`src/vdst_regs.vh`:
```
// Purpose: constants for the voltage id step tracker
// Assumes: 100 MHz core clock, switching cycle set by a cycle count
// Notes:   switching period default 2000 ns (500 kHz)
`ifndef VDST_REGS_VH
`define VDST_REGS_VH
`define VDST_CODE_W        8
`define VDST_CLK_PERIOD_NS 10
`define VDST_SW_PERIOD_NS  2000
`define VDST_SW_CYCLES     (`VDST_SW_PERIOD_NS / `VDST_CLK_PERIOD_NS)
`define VDST_SAMPLES       6
`define VDST_SAMPLE_CYCLES (`VDST_SW_CYCLES / `VDST_SAMPLES)
`define VDST_HALF_CYCLES   (`VDST_SW_CYCLES / 2)
`define VDST_CNT_W         12
`define VDST_BOOT_CODE     8'h4d
`define VDST_OFF_CODE_A    8'h00
`define VDST_OFF_CODE_B    8'hff
`define VDST_REF_MIN_UV    20'd12500
`define VDST_STEP_UV       21'd6250
`define VDST_TOP_UV        21'd1612500
`endif

```
`src/vdst_decode.v`:
```
// Purpose: linear decode of the code to a reference level in microvolts
// Assumes: one 6.25 mV step per code, higher code is lower level
// Notes:   registered output
`timescale 1ns/1ps
`include "vdst_regs.vh"
module vdst_decode (
    // Clock and reset
    input  wire        clk_in,
    input  wire        arst_n_in,
    // Code and level
    input  wire [7:0]  code_in,
    output reg  [20:0] level_uv_out
);
    // Level equals top minus code times step
    always @(posedge clk_in or negedge arst_n_in) begin
        if (!arst_n_in) begin
            level_uv_out <= 21'h000000;
        end else begin
            level_uv_out <= `VDST_TOP_UV - `VDST_STEP_UV * {13'h0000, code_in};
        end
    end
endmodule

```
`src/vdst_tracker.v`:
```
// Purpose: voltage id sampling and single-step reference tracking
// Assumes: code pins asynchronous to clk_in; enable_in already qualified
// Notes:   reference stored as a code, decoded to microvolts
// Function
// - The code decodes linearly, each code increment lowering the level by 6.25 mV.
// - The code pins are sampled six times per switching cycle while regulating.
// - After a changed code is seen, wait half a cycle then step once toward it.
// - If the difference to the reference differs at a sample strobe during the wait, the step is dropped.
// - When more than one step apart, step at each of the six samples until equal.
// - An off code read at the end of the boot hold shuts down until re-enabled.
`timescale 1ns/1ps
`include "vdst_regs.vh"
module vdst_tracker (
    // Clock and reset
    input  wire        clk_in,
    input  wire        arst_n_in,
    // Control
    input  wire        enable_in,
    input  wire        boot_done_in,
    // Code pins
    input  wire [7:0]  voltage_id_code_in,
    // Status and reference
    output reg  [7:0]  ref_code_out,
    output wire [20:0] ref_level_uv_out,
    output reg         regulating_out,
    output reg         shutdown_out,
    output wire        step_pulse_out
);
    localparam ST_IDLE = 2'd0;
    localparam ST_BOOT = 2'd1;
    localparam ST_RUN  = 2'd2;
    localparam ST_OFF  = 2'd3;

    // Counter reloads, cut to the counter width on purpose
    localparam [11:0] SAMPLE_RELOAD = `VDST_SAMPLE_CYCLES - 1;
    localparam [11:0] HALF_RELOAD   = `VDST_HALF_CYCLES - 1;

    // Timing overview
    // The switching cycle is a fixed count of core clocks.
    // One sixth of it gives the sample strobe period.
    // Half of it gives the wait before a single step.
    // Integer division drops a few clocks per cycle.
    // That error is far below one sample period.
    //
    // Code path
    // Code pins pass two flops before any compare.
    // A pin word may be caught mid-change by the flops.
    // Such a torn word looks like a changed code.
    // It is then caught again at the next sample.
    // A torn word during the wait cancels the step.
    // This is the intended safe outcome.
    //
    // Stepping
    // A fresh code arms the half-cycle wait.
    // The wait ends in one step toward the request.
    // Further steps happen only at sample strobes.
    // So a far target is reached at sample pace.
    // The step never runs past the request.
    // A request equal to the reference gives no step.
    //
    // Cancel
    // The code minus reference difference is kept.
    // A different difference at a strobe drops the step.
    // The new code then becomes the request.
    // Later strobes step toward it without a wait.
    //
    // Boot and off
    // The reference rests at the boot code until run.
    // The code is read once when the boot hold ends.
    // An off code freezes the reference for good.
    // Only dropping enable or reset leaves off.
    //
    // Limitations
    // No slew limit beyond the sample pace.
    // No filtering of codes that bounce at the pins.
    // The level output lags the code by one clock.

    reg  [7:0]  sync1_q, sync2_q;
    reg  [1:0]  state_q;
    reg  [11:0] samp_cnt_q;
    reg  [11:0] wait_cnt_q;
    reg         waiting_q;
    reg  [7:0]  req_q;
    reg  [8:0]  diff_q;
    reg         step_q;
    reg  [2:0]  en_sync_q;
    wire        sample_tick;
    wire [8:0]  diff_now;
    wire        is_off;

    assign sample_tick = (samp_cnt_q == 12'h000);
    assign diff_now    = {1'b0, sync2_q} - {1'b0, ref_code_out};
    assign is_off      = (sync2_q == `VDST_OFF_CODE_A) || (sync2_q == `VDST_OFF_CODE_B);
    assign step_pulse_out = step_q;

    // Two-stage code synchroniser; enable synchronised through three flops as it comes from a pin
    always @(posedge clk_in or negedge arst_n_in) begin
        if (!arst_n_in) begin
            sync1_q   <= 8'h00;
            sync2_q   <= 8'h00;
            en_sync_q <= 3'h0;
        end else begin
            sync1_q   <= voltage_id_code_in;
            sync2_q   <= sync1_q;
            en_sync_q <= {en_sync_q[1:0], enable_in};
        end
    end

    // Sample strobe, six per switching cycle
    always @(posedge clk_in or negedge arst_n_in) begin
        if (!arst_n_in) begin
            samp_cnt_q <= 12'h000;
        end else if (sample_tick) begin
            samp_cnt_q <= SAMPLE_RELOAD;
        end else begin
            samp_cnt_q <= samp_cnt_q - 12'h001;
        end
    end

    // Mode control; off state only left by dropping enable or by reset
    always @(posedge clk_in or negedge arst_n_in) begin
        if (!arst_n_in) begin
            state_q <= ST_IDLE;
        end else if (!en_sync_q[2]) begin
            state_q <= ST_IDLE;
        end else begin
            case (state_q)
                ST_IDLE: state_q <= ST_BOOT;
                ST_BOOT: begin
                    if (boot_done_in) begin
                        state_q <= is_off ? ST_OFF : ST_RUN;
                    end
                end
                ST_RUN:  state_q <= ST_RUN;
                ST_OFF:  state_q <= ST_OFF;
                default: state_q <= ST_IDLE;
            endcase
        end
    end

    // Change detect, half-cycle wait, then one step
    always @(posedge clk_in or negedge arst_n_in) begin
        if (!arst_n_in) begin
            ref_code_out   <= `VDST_BOOT_CODE;
            req_q          <= `VDST_BOOT_CODE;
            diff_q         <= 9'h000;
            waiting_q      <= 1'b0;
            wait_cnt_q     <= 12'h000;
            step_q         <= 1'b0;
            regulating_out <= 1'b0;
            shutdown_out   <= 1'b0;
        end else begin
            step_q         <= 1'b0;
            regulating_out <= (state_q == ST_RUN);
            shutdown_out   <= (state_q == ST_OFF);
            if (state_q != ST_RUN) begin
                waiting_q <= 1'b0;
                if (state_q != ST_OFF) begin
                    ref_code_out <= `VDST_BOOT_CODE;
                    req_q        <= `VDST_BOOT_CODE;
                end
            end else if (waiting_q) begin
                if (sample_tick && diff_now != diff_q) begin
                    waiting_q <= 1'b0;
                    req_q     <= sync2_q;
                end else if (wait_cnt_q == 12'h000) begin
                    waiting_q <= 1'b0;
                    // Code may have come back to the reference: no step then
                    if (req_q != ref_code_out) begin
                        step_q <= 1'b1;
                        // One code toward request, never past
                        if (req_q > ref_code_out) begin
                            ref_code_out <= ref_code_out + 8'h01;
                        end else begin
                            ref_code_out <= ref_code_out - 8'h01;
                        end
                    end
                end else begin
                    wait_cnt_q <= wait_cnt_q - 12'h001;
                end
            end else if (sample_tick) begin
                if (sync2_q != req_q) begin
                    // New code seen: start the half-cycle wait
                    req_q      <= sync2_q;
                    diff_q     <= diff_now;
                    waiting_q  <= 1'b1;
                    wait_cnt_q <= HALF_RELOAD;
                end else if (req_q != ref_code_out) begin
                    // Still apart: one step per sample
                    step_q <= 1'b1;
                    if (req_q > ref_code_out) begin
                        ref_code_out <= ref_code_out + 8'h01;
                    end else begin
                        ref_code_out <= ref_code_out - 8'h01;
                    end
                end
            end
        end
    end

    // Decoded level
    vdst_decode u_decode (
        .clk_in       (clk_in),
        .arst_n_in    (arst_n_in),
        .code_in      (ref_code_out),
        .level_uv_out (ref_level_uv_out)
    );
endmodule

```
`config.mk`:
```
export PLATFORM = sky130hd
export DESIGN_NAME = vdst_tracker
export DESIGN_NICKNAME = d
export VERILOG_FILES = /design/src/vdst_decode.v /design/src/vdst_tracker.v
export VERILOG_INCLUDE_DIRS = /design/src
export SDC_FILE = /design/constraint.sdc
export NUM_CORES = 1
export LEC_CHECK = 0
export BUFFER_PORTS_ARGS = -buffer_cell sky130_fd_sc_hd__buf_4
export CAP_MARGIN = 0
export CORE_MARGIN = 4
export CORE_UTILIZATION = 40
export DETAILED_ROUTE_END_ITERATION = 6
export GPL_ROUTABILITY_DRIVEN = 1
export PLACE_DENSITY = 0.58
export SLEW_MARGIN = 25
export SYNTH_ARGS = -nofsm -noshare
export SYNTH_HDL_FRONTEND = slang
export SYNTH_SLANG_ARGS = --single-unit
```
`constraint.sdc`:
```
create_clock -name clk_in -period 4.7 [get_ports clk_in]
set_input_delay 0.94 -clock clk_in [delete_from_list [all_inputs] [get_ports clk_in]]
set_output_delay 0.94 -clock clk_in [all_outputs]
set_load 0.02 [all_outputs]
```
* Word-level counts from Yosys, hierarchy flattened
Cells that the tools add are included.
Widths: inputs -> output; s select.
** Operators by class
- Bitwise operators :: 2
- Multiply operators :: 1
- Magnitude comparators :: 1
- Muxes and demuxes :: 37
- Add/sub/neg operators :: 6
- Reductions and logical operators :: 14
- Equal/unequal tests :: 17
** Operators with widths (count)
- $mux 8 :: 14
- $mux 12 :: 6
- $logic_not 12->1 :: 2
- $sub 12x1->12 const B :: 2
- $sub 21x21->21 const A :: 1
- $mul 12x8->20 const A :: 1
- $ne 8x8->1 :: 2
- $mux 1 :: 14
- $reduce_and 5->1 :: 2
- $ne 3x3->1 const B :: 3
- $ne 9x9->1 :: 1
- $sub 8x8->9 :: 1
- $add 8x1->8 const B :: 1
- $eq 8x8->1 const B :: 1
- $gt 8x8->1 :: 1
- $logic_not 8->1 :: 1
- $ne 2x2->1 const B :: 4
- $pmux 2 s4 :: 1
- $reduce_and 4->1 :: 2
- $sub 8x1->8 const B :: 1
- $ne 3x1->1 const B :: 2
- $reduce_bool 3->1 :: 2
- $eq 2x2->1 const B :: 2
- $mux 2 :: 2
- 7 further kinds :: 9
** Word-level totals
- Input port bits :: 12
- Register bits :: 95
- Output and inout bits :: 32

* Logic depth before layout (Yosys ltp)
- Depth after elaboration :: 7
- Mapped depth :: 15

* Modules after synthesis
From an unflattened synthesis, not the netlist that was laid out.
** Unflattened totals
- Cell total of the unflattened synthesis :: 654
- Area, all modules :: 6552.5 sq um
** Modules (own cells, without submodules)
- vdst_tracker :: sequential area each 1861.8 sq um, instances 1, cells each 426, area an instance 4196.5 sq um
- vdst_decode :: sequential area each 500.5 sq um, instances 1, cells each 228, area an instance 2356.0 sq um

* Least setup slack after synthesis
OpenSTA, ideal clock, no wires.
- Kind :: flip-flop to flip-flop
- Start point :: reg ref_code_out[2]
- End point :: reg u_decode.level_uv_out[20]
- Data arrival time :: 4.256 ns
- Clock period less this slack :: 4.346 ns
- Setup time :: 0.090 ns
- Slack :: 0.354 ns
- Path buffers :: 0
- Stages on the path, launching flop included :: 15
- Path through :: dfstp_2 ha_1 ha_1 inv_1 fa_1 inv_1 fa_1 ha_1 a21o_1 a211oi_1 o211ai_1 a2111oi_0 o21ai_0 a21o_1 o221ai_1
** Between the ends
- Longest elaborated chain between the ends :: 2
** RTL lines
- start: declaration :: line vdst_tracker.v:23 : output reg [7:0] ref_code_out,
- start signal: assignment :: line vdst_tracker.v:144 : ref_code_out <= `VDST_BOOT_CODE;
- start signal: assignment :: line vdst_tracker.v:159 : ref_code_out <= `VDST_BOOT_CODE;
- start signal: assignment :: line vdst_tracker.v:173 : ref_code_out <= ref_code_out + 8'h01;
- $mul 12x8->20 (no source line)
- $sub 21x21->21 (no source line)
- end signal: assignment :: line vdst_decode.v:19 : level_uv_out <= `VDST_TOP_UV - `VDST_STEP_UV * {13'h0000, code_in};
- end: declaration :: line vdst_decode.v:12 : output reg [20:0] level_uv_out
Every way passes these cells.
A chain may end at the register's enable or synchronous reset.

* Final worst setup path
- Start point :: reg ref_code_out[4]
- End point :: reg u_decode.level_uv_out[20]
Same word-level chain as after synthesis.

==> impl_metrics.toml <==
[worst_setup_path]
critical-path-top-cell-by-count = "sky130_fd_sc_hd__ha_1"
max_stage_delay_ns = 0.50
worstSetupStartpointType = "flip-flop"
worstPathRequired_ns = 4.93
worstPathMaxFanout = 8
crit_chain = "ha_1 > ha_1 > inv_1 > fa_1 > inv_1 > fa_1 > ha_1 > a21o_1 > a221oi_1 > xnor2_1 > a21oi_1 > o211ai_1 > buf_4 > a21oi_1 > o221ai_1"
slowest_stage = "sky130_fd_sc_hd__fa_1"
critPathKind = "flip-flop to flip-flop"
critical_path_arrival_ns = 4.68
endpoint_kind = "flip-flop"

[die]
start_util = 0.413
io_pins = 44
placement_rows = 47
dieWidth_um = 140
floorplan.die.height_um = 140
area_enclosed_by_the_die_boundary_um2 = 19500
placeableCoreArea_um2 = 16800

[synth]
ys_ff_latch = 94
synth_area_per_cell_um2 = 9.97
synth.cell_area_um2 = 6920
synth-warning-count = 0
synth_fp_nets = 798
synthCells = 694
synth_largest_type_area_fraction = 0.311
synth_ff_type = "sky130_fd_sc_hd__dfrtp_1"
post_synth_top_area_cell = "sky130_fd_sc_hd__dfrtp_1"
synthDistinctLibCells = 85
synthTopCellsByArea = "sky130_fd_sc_hd__dfrtp_1 31%, sky130_fd_sc_hd__ha_1 14%, sky130_fd_sc_hd__xnor2_1 4.7%"
ys_async_sr_fraction = 1.00
synth-edff-count = 0
synth_sequential_area_ratio = 0.341

[cts]
cts_max_level = 3
ctsHoldBuffers = 0
cts_tree = "built"
deepest_clock_path_buffer_count = 2
clock-root-buffer = "sky130_fd_sc_hd__clkbuf_16"
clk_pin_slew_ns = 0.08
clk-insertion-delay-late_ns = 0.35
tritoncts.num_buffers = 9
clock_sink_count = 94

[cells_and_area]
final_cell_mix = "85 x sky130_fd_sc_hd__dfrtp_1, 77 x sky130_fd_sc_hd__ha_1, 57 x sky130_fd_sc_hd__nand2_1"
post_layout_nonfiller_instances = 962
mostFrequentLayoutCell = "sky130_fd_sc_hd__dfrtp_1"
area.growth.synth_to_final_pct = 13.3
layout-drive-gt1-share = 0.160
n_antenna_cell = 0
final_nets = 841
num-fill-cells = 1568

[timing]
slew_headroom = 0.334
fmaxAchievable_ghz = 0.225
timing_hold_violations_final = 0
setup_violation_total_in_the_final_timing_report = 0
slew_viols_final = 0
shortest_period_the_worst_path_allows_ns = 4.45
finalClockSkew_ns = 0.00815
worst-slew-pin-transition_ns = 0.999
rsz0062_at_grt = "false"
finalCritPeriodShare = 0.947
fin_tns_setup_ns = 0

[grt]
groute.usage.overall = 0.164
number_of_global_route_vias_before_repair = 5161
grt_first_pass_wirelength_mm = 26.2
grt_start_max_net_pins = 62
grt.overflow.total = 0
grt_antenna_before_repair = 0

[route]
met2WireLength_mm = 7.06
highest_routed_layer = "met4"
final_antenna_net_count = 0
drt_pre_antenna_iters = 5
drt_first_iter_violations = 324
routed-wl-met3_um = 472
route.final.wire_length_mm = 15.7
via_per_inst = 5.50
routed_met1_length_mm = 7.96
via_count = 5291
drt-wirelength-per-cell_um = 16.3
route.detailed.drc = 0

[pwr]
ir_drop_uv = 159
static-leakage-power_nw = 3.58
pwr_density_cell_nw_per_um2 = 228

[placement]
place_congestion = 0.914
count_of_input_and_output_buffers = 42
dp_hpwl_mm = 11.9
number_of_instances_in_the_placed_design = 943

[flow_run]
timing.max_cap.violations = 0

[min_path]
worst_hold_path_type = "flip-flop to flip-flop"

[outcome]
result_of_the_run = "finished, final reports clean"
area by class of cell:
class | count | area, µm² | share of cell area
repair buffers | 55 | 413 | 0.0527
flip-flops and latches | 94 | 2360 | 0.301
clock buffers | 9 | 225 | 0.0287
multi-input cells | 545 | 4340 | 0.553
well taps | 220 | 275 | 0.0351
inverters | 32 | 120 | 0.0153
clock inverters | 7 | 109 | 0.0139
worst paths after layout:
| path | startpoint | end | slack, ns | cells past startpoint |
|---|---|---|---|---|
| setup / recovery | ref_code_out[4]$_DFFE_PN0P_ | u_decode.level_uv_out[20]$_DFF_PN0_ | 0.25 | 15 |
| hold / removal | sync1_q[6]$_DFF_PN0_ | sync2_q[6]$_DFF_PN0_ | 0.35 | 0 |
| setup reg to reg | ref_code_out[4]$_DFFE_PN0P_ | u_decode.level_uv_out[20]$_DFF_PN0_ | 0.25 | 15 |
| hold reg to reg | sync1_q[6]$_DFF_PN0_ | sync2_q[6]$_DFF_PN0_ | 0.35 | 0 |
| max in group asynchronous | arst_n_in | ref_code_out[6]$_DFFE_PN1P_ | 3.07 | 2 |
| min in group asynchronous | arst_n_in | u_decode.level_uv_out[15]$_DFF_PN0_ | 0.65 | 1 |
stage by stage:
step           area, µm²  total power [mW]  hold slack, ns  setup WS, ns   util
2_1_floorplan       6920             0.928           0.331         0.354      -
3_3_place_gp        7460             0.965           0.332         0.241  0.445
3_5_place_dp        7460             0.968           0.336        0.0840  0.445
4_1_cts             7800              1.81           0.348        0.0337  0.465
5_1_grt             7840              1.86           0.353        0.0167  0.468
6_report            7840              1.78           0.350         0.249  0.468
cells in the mapped netlist, types with 6 or more instances:
master / instances
sky130_fd_sc_hd__dfrtp_1: 86
sky130_fd_sc_hd__ha_1: 78
sky130_fd_sc_hd__nand2_1: 57
sky130_fd_sc_hd__nor2_1: 37
sky130_fd_sc_hd__xnor2_1: 37
sky130_fd_sc_hd__inv_1: 32
sky130_fd_sc_hd__a21oi_1: 30
sky130_fd_sc_hd__o21ai_0: 30
sky130_fd_sc_hd__xor2_1: 20
sky130_fd_sc_hd__a21o_1: 14
sky130_fd_sc_hd__clkbuf_1: 14
sky130_fd_sc_hd__fa_1: 14
sky130_fd_sc_hd__nand3_1: 14
sky130_fd_sc_hd__nor2b_1: 14
sky130_fd_sc_hd__mux2i_1: 13
sky130_fd_sc_hd__nand4_1: 11
sky130_fd_sc_hd__nor4_1: 11
sky130_fd_sc_hd__o211ai_1: 11
sky130_fd_sc_hd__nor3_1: 9
sky130_fd_sc_hd__or3_1: 9
sky130_fd_sc_hd__dfstp_2: 8
sky130_fd_sc_hd__nand2b_1: 8
sky130_fd_sc_hd__o31ai_1: 8
sky130_fd_sc_hd__a211oi_1: 7
sky130_fd_sc_hd__o21a_1: 7
sky130_fd_sc_hd__and2_1: 6
sky130_fd_sc_hd__and3_1: 6
sky130_fd_sc_hd__mux2_2: 6
repair_timing:
action                     in CTS  in global routing
resized for setup               0                  8
buffers inserted                0                  3
setup endpoints to repair       0                  5
state kept, by name (all words and copies together) (netlist names):
register               flops
step_pulse_out             1
u_decode.level_uv_out     20
wait_cnt_q                12
shutdown_out               1
ref_code_out               8
sync2_q                    8
state_q                    2
waiting_q                  1
diff_q                     9
regulating_out             1
sync1_q                    8
samp_cnt_q                12
req_q                      8
en_sync_q                  3
worst max-delay path, delay by kind of cell (launching register included):
kind	cells	cell delay, ns
AO/OA/AOI/OAI	6	1.43
flip-flops	1	0.48
adder cells (fa/ha/maj)	5	1.91
XOR/XNOR	1	0.22
buffers and inverters	3	0.28
cell families after synthesis:
logic type / Yosys count / synth area share
AOI/OAI and AO/OA: 166 / 0.171
xor gates and xnor gates: 60 / 0.0825
adders and majority gates: 92 / 0.182
buffers and inverters: 55 / 0.0356
DFF: 94 / 0.341
muxes: 20 / 0.0307
other: 1 / 0.000542
and+or+nand+nor: 206 / 0.157
where the power goes:
part | switching [mW] | internal [mW]
combinational | 0.0605 | 0.0477
sequential | 0.0212 | 0.823
clock | 0.352 | 0.480
layer usage:
layer  vias up  GRT usage
met4         0     0.0505
met5         -          0
li1       2616          -
met1      2573      0.238
met3        17     0.0285
met2        85      0.250
Power figures use the tool's default switching activity.
